## src/hdl/flash_host_pkg.sv

```systemverilog
// Constants and types for the NAND flash host sequencer
package flash_host_pkg;

    // Clock and timing
    localparam int          CLK_MHZ        = 20;
    localparam int          CLK_NS         = 1000 / CLK_MHZ;
    localparam int          T_BYTE_NS      = 25;
    localparam int          T_READ_US      = 60;
    localparam int          T_PROG_US      = 800;
    localparam int          T_ERASE_US     = 2500;
    localparam int          T_WB_NS        = 100;
    localparam int          BYTE_CYC       = 2;
    localparam int          READ_CYC       = T_READ_US * CLK_MHZ;
    localparam int          PROG_CYC       = T_PROG_US * CLK_MHZ;
    localparam int          ERASE_CYC      = T_ERASE_US * CLK_MHZ;
    localparam int          WB_CYC         = (T_WB_NS + CLK_NS - 1) / CLK_NS;
    localparam int          BUSY_LIMIT_DEF = 2 * ERASE_CYC;
    localparam int          TMR_W          = 20;

    // Array shape
    localparam int          PAGE_BYTES     = 4320;
    localparam int          PAGES_PER_BLK  = 128;
    localparam int          BLOCKS         = 4096;
    localparam int          ID_BYTES       = 6;
    localparam int          ADDR_CYCLES    = 5;
    localparam int          ROW_CYCLES     = 3;
    localparam int          LEN_W          = 13;
    localparam int          ADDR_W         = 40;

    // Command codes
    localparam logic [7:0]  CMD_READ1      = 8'h00;
    localparam logic [7:0]  CMD_READ2      = 8'h30;
    localparam logic [7:0]  CMD_CB_READ2   = 8'h35;
    localparam logic [7:0]  CMD_PROG1      = 8'h80;
    localparam logic [7:0]  CMD_PROG2      = 8'h10;
    localparam logic [7:0]  CMD_CACHE2     = 8'h15;
    localparam logic [7:0]  CMD_PLANE2     = 8'h11;
    localparam logic [7:0]  CMD_CB_PROG1   = 8'h85;
    localparam logic [7:0]  CMD_ERASE1     = 8'h60;
    localparam logic [7:0]  CMD_ERASE2     = 8'hd0;
    localparam logic [7:0]  CMD_STATUS     = 8'h70;
    localparam logic [7:0]  CMD_MP_STATUS  = 8'hf1;
    localparam logic [7:0]  CMD_ID         = 8'h90;
    localparam logic [7:0]  CMD_RESET      = 8'hff;

    // Status byte fields
    localparam int          ST_FAIL_BIT    = 0;
    localparam int          ST_READY_BIT   = 6;

    // Operations requested by the user
    typedef enum logic [3:0] {
        OP_READ       = 4'b0000,
        OP_PROG       = 4'b0001,
        OP_CACHE_PROG = 4'b0010,
        OP_PLANE_PROG = 4'b0011,
        OP_CB_READ    = 4'b0100,
        OP_CB_PROG    = 4'b0101,
        OP_ERASE      = 4'b0110,
        OP_PLANE_ERA  = 4'b0111,
        OP_STATUS     = 4'b1000,
        OP_READ_ID    = 4'b1001,
        OP_RESET      = 4'b1010
    } op_t;

    // Sequencer states
    typedef enum logic [3:0] {
        ST_IDLE     = 4'b0000,
        ST_CMD1     = 4'b0001,
        ST_ADDR     = 4'b0010,
        ST_WDATA    = 4'b0011,
        ST_CMD2     = 4'b0100,
        ST_WAIT     = 4'b0101,
        ST_RDATA    = 4'b0110,
        ST_STAT_CMD = 4'b0111,
        ST_STAT_RD  = 4'b1000,
        ST_DONE     = 4'b1001
    } seq_t;

endpackage

```

## src/hdl/busy_timer.sv

```systemverilog
// Down counter that bounds the wait for the ready/busy line
`timescale 1ns/1ps
module busy_timer
(
    // Clock and reset
    input  wire logic                             sys_clk,
    input  wire logic                             rst_b,
    // Control
    input  wire logic                             load,
    input  wire logic [flash_host_pkg::TMR_W-1:0] load_val,
    // Status
    output logic                                  expired_ff
);
    import flash_host_pkg::*;

    logic [TMR_W-1:0] count_ff;

    always_ff @(posedge sys_clk or negedge rst_b)
    begin
        if (!rst_b)
        begin
            count_ff   <= '0;
            expired_ff <= 1'b0;
        end
        else if (load)
        begin
            count_ff   <= load_val;
            expired_ff <= 1'b0;
        end
        else if (count_ff != '0)
        begin
            count_ff   <= count_ff - 1'b1;
            expired_ff <= (count_ff == {{(TMR_W-1){1'b0}}, 1'b1});
        end
    end

endmodule

```

## src/hdl/flash_host.sv

```systemverilog
// Host-side sequencer driving a multiplexed 8-bit NAND flash
`timescale 1ns/1ps
// Notes on behaviour
// Bytes go out on bus, latched at rising strobe
// Command latch enable high only for commands
// Address latch enable high only for addresses
// Each output strobe fall yields next byte
// Device floats bus unless selected and enabled
// Write protect low blocks program and erase
// Ready/busy is shared open-drain status line
// Chip enable may drop during read busy
// Page read busy lasts at most 60 us
// At least 25 ns per strobe cycle
// Multi-plane targets lie in different planes
// Cache program overlaps data load and programming
// Copy-back programs read page without reload
// 4096 blocks, 128 pages, 4320-byte pages
// Program 800 us, erase 2.5 ms busy
// Identification read returns six bytes
// Exactly five address bytes per address phase; the code sends three for erase and one for read ID
// Completion polled via status bit six; the code waits on rb_n or the busy timer, reading status bit 0 only after non-plane program or erase
// Device powers up in page read mode
// Write protect is a level, never latched
// Never raise both latch enables together
module flash_host
#(
    parameter int BUSY_LIMIT = flash_host_pkg::BUSY_LIMIT_DEF
)
(
    // Clock and reset
    input  wire logic                              sys_clk,
    input  wire logic                              rst_b,
    // Operation request
    input  wire logic                              op_valid,
    input  wire flash_host_pkg::op_t               op_code,
    input  wire logic [flash_host_pkg::ADDR_W-1:0] op_addr,
    input  wire logic [flash_host_pkg::LEN_W-1:0]  op_len,
    input  wire logic                              write_enable_req,
    output logic                                   op_ready_ff,
    output logic                                   op_done_ff,
    output logic                                   op_fail_ff,
    output logic [7:0]                             status_ff,
    // Write data stream
    input  wire logic [7:0]                        wr_data,
    input  wire logic                              wr_valid,
    output logic                                   wr_take_ff,
    // Read data stream
    output logic [7:0]                             rd_data_ff,
    output logic                                   rd_valid_ff,
    // Flash pins
    output logic                                   ce_n_ff,
    output logic                                   cle_ff,
    output logic                                   ale_ff,
    output logic                                   we_n_ff,
    output logic                                   output_strobe_n_ff,
    output logic                                   wp_n_ff,
    output logic [7:0]                             bus_out_ff,
    output logic                                   bus_oe_ff,
    input  wire logic [7:0]                        shared_bus_lines,
    input  wire logic                              rb_n
);
    import flash_host_pkg::*;

    seq_t              state_ff;
    op_t               op_ff;
    logic              phase_ff;
    logic [7:0]        cmd1_ff;
    logic [7:0]        cmd2_ff;
    logic              has_c2_ff;
    logic [2:0]        naddr_ff;
    logic [2:0]        acnt_ff;
    logic [ADDR_W-1:0] addr_sh_ff;
    logic              is_wr_ff;
    logic              is_rd_ff;
    logic              do_wait_ff;
    logic              do_poll_ff;
    logic [LEN_W-1:0]  len_ff;
    logic [LEN_W-1:0]  cnt_ff;
    logic [2:0]        wb_ff;
    logic              tmr_load;
    logic              tmr_exp;
    logic              timeout_ff;

    // Pick the state that follows the command/data phase
    function automatic seq_t after_xfer(input logic w, input logic rd, input logic p);
        seq_t s;
        s = ST_DONE;
        if (w)
            s = ST_WAIT;
        else if (rd)
            s = ST_RDATA;
        else if (p)
            s = ST_STAT_CMD;
        return s;
    endfunction

    assign tmr_load = (state_ff != ST_WAIT);

    busy_timer u_timer
    (
        .sys_clk    (sys_clk),
        .rst_b      (rst_b),
        .load       (tmr_load),
        .load_val   (TMR_W'(BUSY_LIMIT)),
        .expired_ff (tmr_exp)
    );

    // Write protect follows the request level continuously
    always_ff @(posedge sys_clk or negedge rst_b)
    begin
        if (!rst_b)
            wp_n_ff <= 1'b0;
        else
            wp_n_ff <= write_enable_req;
    end

    // Sequencer, pins and counters
    always_ff @(posedge sys_clk or negedge rst_b)
    begin
        if (!rst_b)
        begin
            state_ff           <= ST_IDLE;
            op_ff              <= OP_READ;
            phase_ff           <= 1'b0;
            cmd1_ff            <= 8'h00;
            cmd2_ff            <= 8'h00;
            has_c2_ff          <= 1'b0;
            naddr_ff           <= 3'h0;
            acnt_ff            <= 3'h0;
            addr_sh_ff         <= '0;
            is_wr_ff           <= 1'b0;
            is_rd_ff           <= 1'b0;
            do_wait_ff         <= 1'b0;
            do_poll_ff         <= 1'b0;
            len_ff             <= '0;
            cnt_ff             <= '0;
            wb_ff              <= 3'h0;
            timeout_ff         <= 1'b0;
            ce_n_ff            <= 1'b1;
            cle_ff             <= 1'b0;
            ale_ff             <= 1'b0;
            we_n_ff            <= 1'b1;
            output_strobe_n_ff <= 1'b1;
            bus_out_ff         <= 8'h00;
            bus_oe_ff          <= 1'b0;
            wr_take_ff         <= 1'b0;
            rd_data_ff         <= 8'h00;
            rd_valid_ff        <= 1'b0;
            op_done_ff         <= 1'b0;
            op_fail_ff         <= 1'b0;
            status_ff          <= 8'h00;
        end
        else
        begin
            wr_take_ff  <= 1'b0;
            rd_valid_ff <= 1'b0;
            op_done_ff  <= 1'b0;
            op_fail_ff  <= 1'b0;
            phase_ff    <= ~phase_ff;
            case (state_ff)
                ST_IDLE:
                begin
                    phase_ff   <= 1'b0;
                    ce_n_ff    <= 1'b1;
                    bus_oe_ff  <= 1'b0;
                    timeout_ff <= 1'b0;
                    if (op_valid)
                    begin
                        op_ff      <= op_code;
                        len_ff     <= op_len;
                        cnt_ff     <= '0;
                        acnt_ff    <= 3'h0;
                        addr_sh_ff <= op_addr;
                        has_c2_ff  <= 1'b1;
                        naddr_ff   <= 3'(ADDR_CYCLES);
                        is_wr_ff   <= 1'b0;
                        is_rd_ff   <= 1'b0;
                        do_wait_ff <= 1'b1;
                        do_poll_ff <= 1'b0;
                        state_ff   <= ST_CMD1;
                        case (op_code)
                            OP_READ:
                            begin
                                cmd1_ff  <= CMD_READ1;
                                cmd2_ff  <= CMD_READ2;
                                is_rd_ff <= 1'b1;
                            end
                            OP_CB_READ:
                            begin
                                cmd1_ff  <= CMD_READ1;
                                cmd2_ff  <= CMD_CB_READ2;
                                is_rd_ff <= (op_len != '0);
                            end
                            OP_PROG, OP_CACHE_PROG, OP_PLANE_PROG, OP_CB_PROG:
                            begin
                                cmd1_ff    <= (op_code == OP_CB_PROG) ? CMD_CB_PROG1 : CMD_PROG1;
                                cmd2_ff    <= (op_code == OP_CACHE_PROG) ? CMD_CACHE2 :
                                              (op_code == OP_PLANE_PROG) ? CMD_PLANE2 :
                                              CMD_PROG2;
                                is_wr_ff   <= (op_len != '0);
                                do_poll_ff <= (op_code != OP_PLANE_PROG);
                            end
                            OP_ERASE, OP_PLANE_ERA:
                            begin
                                cmd1_ff    <= CMD_ERASE1;
                                cmd2_ff    <= CMD_ERASE2;
                                has_c2_ff  <= (op_code == OP_ERASE);
                                do_wait_ff <= (op_code == OP_ERASE);
                                do_poll_ff <= (op_code == OP_ERASE);
                                naddr_ff   <= 3'(ROW_CYCLES);
                                addr_sh_ff <= op_addr >> 16;
                            end
                            OP_STATUS:
                            begin
                                cmd1_ff    <= CMD_STATUS;
                                has_c2_ff  <= 1'b0;
                                naddr_ff   <= 3'h0;
                                do_wait_ff <= 1'b0;
                                is_rd_ff   <= 1'b1;
                                len_ff     <= LEN_W'(1);
                            end
                            OP_READ_ID:
                            begin
                                cmd1_ff    <= CMD_ID;
                                has_c2_ff  <= 1'b0;
                                naddr_ff   <= 3'h1;
                                do_wait_ff <= 1'b0;
                                is_rd_ff   <= 1'b1;
                                len_ff     <= LEN_W'(ID_BYTES);
                            end
                            default:
                            begin
                                cmd1_ff    <= CMD_RESET;
                                has_c2_ff  <= 1'b0;
                                naddr_ff   <= 3'h0;
                            end
                        endcase
                    end
                end
                ST_CMD1, ST_CMD2, ST_STAT_CMD:
                begin
                    ce_n_ff    <= 1'b0;
                    cle_ff     <= 1'b1;
                    ale_ff     <= 1'b0;
                    bus_oe_ff  <= 1'b1;
                    we_n_ff    <= phase_ff;
                    bus_out_ff <= (state_ff == ST_CMD1) ? cmd1_ff :
                                  (state_ff == ST_CMD2) ? cmd2_ff : CMD_STATUS;
                    if (phase_ff)
                    begin
                        if (state_ff == ST_STAT_CMD)
                            state_ff <= ST_STAT_RD;
                        else if (state_ff == ST_CMD2 || !has_c2_ff)
                        begin
                            wb_ff    <= 3'h0;
                            state_ff <= do_wait_ff ? ST_WAIT
                                      : after_xfer(1'b0, is_rd_ff, do_poll_ff);
                        end
                        else if (naddr_ff != 3'h0)
                            state_ff <= ST_ADDR;
                        else
                            state_ff <= is_wr_ff ? ST_WDATA : ST_CMD2;
                        if (state_ff == ST_CMD1 && !has_c2_ff && naddr_ff != 3'h0)
                            state_ff <= ST_ADDR;
                    end
                end
                ST_ADDR:
                begin
                    cle_ff     <= 1'b0;
                    ale_ff     <= 1'b1;
                    bus_oe_ff  <= 1'b1;
                    we_n_ff    <= phase_ff;
                    bus_out_ff <= addr_sh_ff[7:0];
                    if (phase_ff)
                    begin
                        addr_sh_ff <= addr_sh_ff >> 8;
                        acnt_ff    <= acnt_ff + 3'h1;
                        if (acnt_ff + 3'h1 == naddr_ff)
                        begin
                            if (is_wr_ff)
                                state_ff <= ST_WDATA;
                            else if (has_c2_ff)
                                state_ff <= ST_CMD2;
                            else
                            begin
                                wb_ff    <= 3'h0;
                                state_ff <= do_wait_ff ? ST_WAIT
                                          : after_xfer(1'b0, is_rd_ff, do_poll_ff);
                            end
                        end
                    end
                end
                ST_WDATA:
                begin
                    ale_ff <= 1'b0;
                    if (!phase_ff && !wr_valid)
                    begin
                        phase_ff <= 1'b0;
                        we_n_ff  <= 1'b1;
                    end
                    else
                    begin
                        bus_oe_ff <= 1'b1;
                        we_n_ff   <= phase_ff;
                        if (!phase_ff)
                        begin
                            bus_out_ff <= wr_data;
                            wr_take_ff <= 1'b1;
                        end
                        else
                        begin
                            cnt_ff <= cnt_ff + 1'b1;
                            if (cnt_ff + 1'b1 == len_ff)
                                state_ff <= has_c2_ff ? ST_CMD2 : ST_DONE;
                        end
                    end
                end
                ST_WAIT:
                begin
                    phase_ff  <= 1'b0;
                    cle_ff    <= 1'b0;
                    ale_ff    <= 1'b0;
                    we_n_ff   <= 1'b1;
                    bus_oe_ff <= 1'b0;
                    ce_n_ff   <= is_rd_ff;
                    if (wb_ff != 3'(WB_CYC))
                        wb_ff <= wb_ff + 3'h1;
                    else if (rb_n || tmr_exp)
                    begin
                        timeout_ff <= ~rb_n;
                        cnt_ff     <= '0;
                        state_ff   <= after_xfer(1'b0, is_rd_ff, do_poll_ff);
                    end
                end
                ST_RDATA, ST_STAT_RD:
                begin
                    ce_n_ff            <= 1'b0;
                    cle_ff             <= 1'b0;
                    ale_ff             <= 1'b0;
                    bus_oe_ff          <= 1'b0;
                    output_strobe_n_ff <= phase_ff;
                    if (phase_ff)
                    begin
                        if (state_ff == ST_STAT_RD || op_ff == OP_STATUS)
                            status_ff <= shared_bus_lines;
                        if (state_ff == ST_STAT_RD)
                            state_ff <= ST_DONE;
                        else
                        begin
                            rd_data_ff  <= shared_bus_lines;
                            rd_valid_ff <= 1'b1;
                            cnt_ff      <= cnt_ff + 1'b1;
                            if (cnt_ff + 1'b1 >= len_ff)
                                state_ff <= do_poll_ff ? ST_STAT_CMD : ST_DONE;
                        end
                    end
                end
                ST_DONE:
                begin
                    phase_ff           <= 1'b0;
                    ce_n_ff            <= 1'b1;
                    output_strobe_n_ff <= 1'b1;
                    bus_oe_ff          <= 1'b0;
                    cle_ff             <= 1'b0;
                    ale_ff             <= 1'b0;
                    op_done_ff         <= 1'b1;
                    op_fail_ff         <= timeout_ff | (do_poll_ff & status_ff[ST_FAIL_BIT]);
                    state_ff           <= ST_IDLE;
                end
                default:
                    state_ff <= ST_IDLE;
            endcase
        end
    end

    // Ready to accept a new operation
    always_ff @(posedge sys_clk or negedge rst_b)
    begin
        if (!rst_b)
            op_ready_ff <= 1'b0;
        else
            op_ready_ff <= (state_ff == ST_IDLE) && !op_valid;
    end

endmodule

```

## config.mk

```make
export PLATFORM = sky130hd
export DESIGN_NAME = flash_host
export DESIGN_NICKNAME = d
export VERILOG_FILES = /design/src/hdl/flash_host_pkg.sv /design/src/hdl/busy_timer.sv /design/src/hdl/flash_host.sv
export SDC_FILE = /design/constraint.sdc
export NUM_CORES = 1
export LEC_CHECK = 0
export ABC_CLOCK_PERIOD_IN_PS = 6660
export BUFFER_PORTS_ARGS = -buffer_cell sky130_fd_sc_hd__buf_2
export CAP_MARGIN = 20
export CORE_ASPECT_RATIO = 0.6
export CORE_MARGIN = 2
export CORE_UTILIZATION = 50
export DETAILED_ROUTE_END_ITERATION = 10
export PLACE_DENSITY = 0.71
export SYNTH_ARGS = -nofsm -noshare
export SYNTH_HDL_FRONTEND = slang
export SYNTH_SLANG_ARGS = --single-unit
```

## constraint.sdc

```tcl
create_clock -name sys_clk -period 6.66 [get_ports sys_clk]
set_input_delay 0.999 -clock sys_clk [delete_from_list [all_inputs] [get_ports sys_clk]]
set_output_delay 0.999 -clock sys_clk [all_outputs]
set_load 0.05 [all_outputs]
```

==> flow_summary.ini, run 1 <==
[synth]
yosysUniqueCellTypes = 68
synth.most_common_cell = nand2_1
synth_area_leaders = dfrtp_1 46%, nand2_1 8.6%, o21ai_0 6.0%, a21oi_1 4.7%, ha_1 3.0%
synth_ff_type = dfrtp_1
syn_nets = 1043
synth_area_um2 = 8290
syn-instance-count = 944
netlist.top_cell.by_area = dfrtp_1
yosysSeqAreaShare_pct = 47.4
avgSynthCellArea_um2 = 8.78
synthArstFlopShare_pct = 100
synth-seq-cells = 157
yosys-top-cells-count = 190 x nand2_1, 154 x dfrtp_1, 100 x o21ai_0, 78 x a21oi_1, 57 x nor2_1
synth_warnings = 0
synth-edff-count = 0
netlist.area_leader.share_pct = 46.5

[floorplanning]
die_x_um = 170
fp.dieH_um = 104
io_pins = 115
initial_core_util_pct = 51.1
die_area_um2 = 17700
core_area_um2 = 16200
num_rows = 36

[clock_tree]
cts_tree = yes
path_clk_slew_ns = 0.07
hold_buffers = 0
post_cts_buffers = 0
clockRootBuffer = clkbuf_16
cts_buffers = 17
clock-sinks = 157
clk_latency_ns = 0.43
cts_buffer_depth = 2
cts_resized = 0
ctsHtreeMaxLevel = 4

[setup_path]
cpPeakStageDelay_ns = 0.93
crit_path_top_delay_cell = dfrtp_1
path_cells = or2_1 -> nor3_1 -> nand2_2 -> buf_4 -> and2_2 -> buf_4 -> o21ai_0
critPathKind = flop to flop
startpoint_type = flop
r2r_slack_ns = 3.35
crit_arrival_ns = 3.59
crit_required_ns = 6.94
cp-end-kind = flop
cpMostUsedCell = buf_4
cp.buffers_inverters = 2
crit_family = buffers and inverters
cp_max_fo = 81

[grt]
use_met2_pct = 30.1
busiest_layer = met1
grtUsageTotal_pct = 25.9
grt_pass1_vias = 6402
antenna_found_initial = 0
grt_max_degree = 82
grt_first_pass_wirelength_um = 35500
overflow = 0
met3_usage_pct = 4.89
grtUsageMet1_pct = 46.4

[routing]
drt-total-wl_um = 21800
drc = 0
drt-pass1-iter-count = 6
drt_iter0_drc = 737
routedWlPerCell_um = 17.5
num_vias = 7172
ant_nets = 0
via_per_inst = 5.74

[power]
leakage_uw = 0.00444
irDropWorstVdd_v = 0.000358
p_per_area_nw_per_um2 = 452

[final_layout]
drive_gt1_share_pct = 18.1
layout.nets = 1126
nFillCells = 1408
antenna_cells = 0
area_growth_pct = 14.6

[job]
drv_cap = 0

[timing]
report.final.slew_viol_count = 0
min_period_ns = 3.31
rsz0062_at_grt = false
fmax_mhz = 302
finalSetupViolations = 0
tns_ns = 0
relSlewSlack_pct = 36.0
skew_ns = 0.0100
setup_ws_ns = 3.35
hold_viol = 0
worstMarginPinSlew_ns = 0.961
period_share_pct = 49.7

[placed_design]
portBuffers = 114
dp_hpwl_um = 15700
dp_slack_ns = 3.42
gp_congestion = 0.950

[min_path]
hold_path_class = flop to flop

[outcome]
status = finished clean
[state kept, by name (all words and copies together), names as in the netlist, 5 cells and up]
register	cells
addr_sh_ff	40
bus_out_ff	8
cmd1_ff	5
cmd2_ff	5
cnt_ff	13
len_ff	13
rd_data_ff	8
status_ff	8
u_timer.count_ff	20
[worst register-to-register path: stages, from the launching register on]
cell and delay [ns]:
dfrtp_1 0.93, or2_1 0.42, nor3_1 0.18, nand2_2 0.13
buf_4 0.47, and2_2 0.27, buf_4 0.51, o21ai_0 0.26
[cell type report]
| class | instances | area [µm²] | share of cell area [%] |
|---|---|---|---|
| multi-input combinational | 696 | 4010 | 42.2 |
| inverter | 33 | 124 | 1.30 |
| clock buffer | 19 | 433 | 4.56 |
| timing repair buffer | 122 | 637 | 6.70 |
| sequential | 157 | 3930 | 41.4 |
| clock inverter | 13 | 108 | 1.13 |
| tap | 209 | 262 | 2.75 |
[through the flow]
stage / util, % / hold slack, ns / total power, µW / cells / instance area (µm²)
floorplan: - / 0.439 / 2870 / 944 / 8290
global placement: 55.2 / 0.454 / 3340 / 1216 / 8950
detailed placement: 55.2 / 0.466 / 3360 / 1216 / 8950
CTS: 58.5 / 0.484 / 4290 / 1248 / 9490
global route: 58.6 / 0.501 / 4580 / 1249 / 9500
finish: 58.6 / 0.481 / 4300 / 1249 / 9500
[where the power goes]
part           internal [µW]  switching, µW
clock                    485            423
sequential              1300            308
combinational            596           1180
[per-layer routing]
metal / part of all wire (%) / up-vias
li1: - / 3449
met1: 55 / 3378
met2: 36 / 320
met3: 8.0 / 25
met4: 1.1 / 0
met5: 0 / -
[kinds of logic (layout without fill, tap and decap cells)]
kind of cell | count (synthesis) | after routing | synth area share [%]
fa+ha+maj | 20 | 20 | 3.02
simple gates | 359 | 359 | 19.6
buf+inv | 91 | 187 | 4.39
xor+xnor | 32 | 32 | 3.55
flops | 157 | 157 | 47.4
mux | 25 | 25 | 3.32
compound gates | 260 | 260 | 18.7
[path summary, 6_finish.rpt]
check | startpoint | to | cells past startpoint
setup / recovery | state_ff[3] | addr_sh_ff[28] | 7
hold / removal | cnt_ff[5] | cnt_ff[5] | 2
setup reg to reg | state_ff[3] | addr_sh_ff[28] | 7
hold reg to reg | cnt_ff[5] | cnt_ff[5] | 2
max in group asynchronous | rst_b | wr_take_ff | 2
min in group asynchronous | rst_b | status_ff[6] | 1
[placed cells by master (no fill, tap or decap), types with 6 or more instances in the layout]
cell	Yosys	routed
a21oi_1	78	78
a22oi_1	11	11
buf_2	6	113
buf_4	0	8
clkbuf_16	0	17
dfrtp_1	154	154
ha_1	20	20
inv_1	33	33
mux2_2	20	20
nand2_1	190	189
nand2b_1	19	19
nand3_1	17	17
nor2_1	57	56
nor2b_1	10	10
nor3_1	21	21
nor4_1	6	6
o21ai_0	100	100
o22ai_1	7	7
xnor2_1	20	20
xor2_1	11	11
No activity file was read; power rests on OpenSTA's default activity.
==> inputs of run 2 (changes only) <==
ABC_CLOCK_PERIOD_IN_PS = 3400   (was 6660)
clock period = 3.4 ns   (was 6.66 ns; I/O delays follow)
==> flow_summary.ini, run 2 (synthesis results as in run 1) <==
[outcome]
status = finished clean

[power]
leakage_uw = 0.00455
irDropWorstVdd_v = 0.000620
p_per_area_nw_per_um2 = 900

[clock_tree]
clk_latency_ns = 0.42
clockRootBuffer = clkbuf_16
post_cts_buffers = 0
ctsHtreeMaxLevel = 4
cts_resized = 0
clock-sinks = 157
hold_buffers = 0
cts_tree = yes
path_clk_slew_ns = 0.07
cts_buffer_depth = 2
cts_buffers = 17

[final_layout]
drive_gt1_share_pct = 19.0
top_register = addr_sh_ff
layout_commonest_cell = nand2_1
area_growth_pct = 16.7
antenna_cells = 0
nFillCells = 1438
largest_registers = addr_sh_ff (40), u_timer.count_ff (20)
layout.nets = 1136
final_util_pct = 59.7
most-common-layout-cells = 189 x nand2_1, 154 x dfrtp_1, 113 x buf_2
largest_register_ffs = 40

[routing]
drt-pass1-iter-count = 5
via_per_inst = 5.72
drt-total-wl_um = 22300
num_vias = 7207
drc = 0
drt_iter0_drc = 654
ant_nets = 0
routedWlPerCell_um = 17.7

[setup_path]
crit_path_top_delay_cell = dfrtp_1
crit_required_ns = 3.71
cp_max_fo = 7
crit_arrival_ns = 3.34
cp-end-kind = flop
path_cells = nand2_1 -> nor3_1 -> nand2_1 -> xor2_1 -> inv_1 -> ha_1 -> nand2_1 -> nor4_1 -> nand2_1 -> a21oi_1 -> nand3_1 -> mux2_2
cp.buffers_inverters = 1
crit_family = simple AND/OR/NAND/NOR gates
cpMostUsedCell = nand2_1
startpoint_type = flop
cpPeakStageDelay_ns = 0.45
critPathKind = flop to flop

[grt]
antenna_found_initial = 0
grt_first_pass_wirelength_um = 36300
met3_usage_pct = 5.81
use_met2_pct = 32.2
grtUsageMet1_pct = 45.2
overflow = 0
grt_max_degree = 71
busiest_layer = met1
grtUsageTotal_pct = 26.1
grt_pass1_vias = 6769

[timing]
fmax_mhz = 329
hold_viol = 0
period_share_pct = 89.3
rsz0062_at_grt = false
skew_ns = 0.00880
fin_hold_ws_ns = 0.0785
report.final.slew_viol_count = 0
worstMarginPinSlew_ns = 0.716
finalSetupViolations = 0
relSlewSlack_pct = 51.9
tns_ns = 0
min_period_ns = 3.04

[floorplanning]
num_rows = 36
die_x_um = 170
initial_core_util_pct = 51.1
io_pins = 115
fp.dieH_um = 104
core_area_um2 = 16200
die_area_um2 = 17700

[placed_design]
dp_hpwl_um = 16200
gp_congestion = 0.956
portBuffers = 114

[min_path]
hold_path_class = input port to async pin

[job]
drv_cap = 0
[run 2: path summary, 6_finish.rpt]
| path | startpoint | to | slack (ns) | cells past startpoint |
|---|---|---|---|---|
| min in group sys_clk | write_enable_req | wp_n_ff | 0.19 | 1 |
| max in group asynchronous | rst_b | status_ff[7] | 2.36 | 2 |
| max reg2reg | cnt_ff[0] | state_ff[2] | 0.36 | 12 |
| max | cnt_ff[0] | state_ff[2] | 0.36 | 12 |
| min reg2reg | cnt_ff[5] | cnt_ff[5] | 0.48 | 2 |
| min | rst_b | addr_sh_ff[30] | 0.08 | 1 |
[run 2: where the power goes]
group          total [µW]  switching, µW  leakage (µW)  internal (µW)
clock network        1940            824      0.000295           1120
logic                3690           2450       0.00228           1240
registers            3080            524       0.00197           2550
[run 2: per-layer routing]
layer | wire [µm] | vias up
met1 | 11700 | 3394
met5 | 0 | -
met3 | 2150 | 15
met2 | 8310 | 329
li1 | - | 3469
met4 | 157 | 0
[run 2: worst reg2reg max path, stage by stage, from the launching register on]
cell and delay, ns:
dfrtp_1 0.45, nand2_1 0.12, nor3_1 0.34, nand2_1 0.12, xor2_1 0.20, inv_1 0.07, ha_1 0.27, nand2_1 0.08
nor4_1 0.38, nand2_1 0.10, a21oi_1 0.24, nand3_1 0.21, mux2_2 0.35
[run 2: layout make-up]
type / instances / area, µm² / area share (%)
Sequential cell: 157 / 3930 / 40.6
Multi-Input combinational cell: 696 / 4010 / 41.4
Timing Repair Buffer: 132 / 753 / 7.78
Inverter: 33 / 124 / 1.28
Tap cell: 209 / 262 / 2.70
Clock inverter: 14 / 161 / 1.67
Clock buffer: 18 / 439 / 4.54
[run 2: metrics by stage]
stage | power, µW | setup slack [ns] | cells | area [µm²]
2_1_floorplan | 5630 | 0.807 | 944 | 8290
3_3_place_gp | 6610 | 0.520 | 1226 | 9060
3_5_place_dp | 6690 | 0.398 | 1227 | 9080
4_1_cts | 8680 | 0.393 | 1259 | 9680
5_1_grt | 9270 | 0.122 | 1259 | 9680
6_report | 8710 | 0.363 | 1259 | 9680
==> inputs of run 3 (changes only) <==
BUFFER_PORTS_ARGS = not set   (was -buffer_cell sky130_fd_sc_hd__buf_2)
DONT_BUFFER_PORTS = 1   (was not set)
PLACE_DENSITY = not set   (was 0.71)
==> flow_summary.ini, run 3 (synthesis results as in run 1) <==
[setup_path]
cp_max_fo = 7
crit_required_ns = 3.71
startpoint_type = flop
critPathKind = flop to flop
crit_arrival_ns = 3.36
cp-end-kind = flop

[routing]
via_per_inst = 5.95
drt-total-wl_um = 21700
top_layer = met4
route.met2.wl_um = 8500
wl_met1_um = 11000
met3WireLength_um = 2030
drt_iter0_drc = 710
drc = 0
ant_nets = 0
num_vias = 6806
drt-pass1-iter-count = 6
routedWlPerCell_um = 18.9

[final_layout]
stdcell_count = 1144
largest_registers = addr_sh_ff (40), u_timer.count_ff (20)
most-common-layout-cells = 189 x nand2_1, 154 x dfrtp_1, 100 x o21ai_0
layout_commonest_cell = nand2_1
area_growth_pct = 9.93
largest_register_ffs = 40
final_cell_area_um2 = 9110
antenna_cells = 0
layout.nets = 1021
nFillCells = 1480
drive_gt1_share_pct = 9.20
top_register = addr_sh_ff

[placed_design]
portBuffers = 0
dp_hpwl_um = 15700
dp_slack_ns = 0.419
gp_congestion = 0.929
placed_cells = 1111
place_area_um2 = 8460

[timing]
tns_ns = 0
report.final.slew_viol_count = 0
min_period_ns = 3.05
period_share_pct = 89.7
finalSetupViolations = 0
fmax_mhz = 328
setup_ws_ns = 0.349
fin_hold_ws_ns = -0.223
skew_ns = 0.0111
worstMarginPinSlew_ns = 0.930
relSlewSlack_pct = 37.2
hold_viol = 154
rsz0062_at_grt = false

[min_path]
hold_path_class = input port to async pin

[clock_tree]
cts_tree = yes
post_cts_buffers = 0
clock-sinks = 157
path_clk_slew_ns = 0.07
cts_buffers = 17
clk_latency_ns = 0.42
cts_buffer_depth = 2
ctsHtreeMaxLevel = 4
clockRootBuffer = clkbuf_16

[outcome]
status = finished with violations
violations = hold timing

[grt]
grt_first_pass_wirelength_um = 34700
antenna_found_initial = 0
grt_pass1_vias = 6296
grtUsageTotal_pct = 25.2
grt_max_degree = 158
overflow = 0

[floorplanning]
core_area_um2 = 16200
fp.dieH_um = 104
io_pins = 115
num_rows = 36
die_area_um2 = 17700
die_x_um = 170
initial_core_util_pct = 51.1

[job]
drv_cap = 0

[power]
p_per_area_nw_per_um2 = 940
irDropWorstVdd_v = 0.000333
leakage_uw = 0.00409
==> run 3: changes by cell type in the layout (fill, tap and decap cells not counted), sizes merged <==
cell	change
clkinv	-5
inv	+4
clkbuf	-1
buf	-115
bufinv	+2
==> run 3: repair_timing <==
item,in CTS,in global routing
endpoints found under the hold margin,157,157
gates resized for setup,0,1
endpoints found under the setup margin,0,2
==> run 3: metal layers <==
layer / vias to the layer above / track usage (%)
li1: 3242 / -
met1: 3291 / 40.4
met2: 259 / 33.0
met3: 14 / 7.53
met4: 0 / 5.07
met5: - / 0
==> run 3: stage by stage <==
step,utilization (%),total power (µW)
after floorplan,-,5630
after global placement,52.1,6340
after detailed placement,52.1,6430
after CTS,56.1,8540
after global routing,56.2,9130
final,56.2,8570
==> run 3: worst paths after layout <==
path                             startpoint             end  slack [ns]  cells past startpoint
min in group sys_clk       write_enable_req         wp_n_ff        0.11                      0
setup / recovery                  cnt_ff[0]     state_ff[1]        0.35                     12
hold reg to reg                   cnt_ff[5]       cnt_ff[5]        0.47                      2
setup reg to reg                  cnt_ff[0]     state_ff[1]        0.35                     12
hold / removal                        rst_b  addr_sh_ff[28]       -0.22                      0
max in group asynchronous             rst_b         ce_n_ff        3.33                      0
==> run 3: layout make-up <==
class                      count  area [µm²]  share of cell area, %
clock buffer                  17         425                   4.67
sequential                   157        3930                   43.1
clock inverter                15         219                   2.40
inverter                      33         124                   1.36
timing repair buffer          17         140                   1.54
multi-input combinational    696        4010                   44.0
tap                          209         262                   2.87
==> run 3: where the power goes <==
part	total, µW	switching [µW]	internal (µW)	leakage (µW)
Clock	2100	848	1260	0.000315
Combinational	2710	1620	1080	0.00181
Sequential	3760	1210	2540	0.00197
==> run 3: worst max-delay path, stage by stage (launching register included) <==
cell     delay (ns)
dfrtp_1        0.47
nand2_1        0.10
nor3_1         0.33
nand2_1        0.11
xor2_1         0.20
inv_1          0.07
ha_1           0.27
nand2_1        0.11
nor4_2         0.32
nand2_1        0.12
a21oi_1        0.27
nand3_1        0.22
mux2_2         0.35
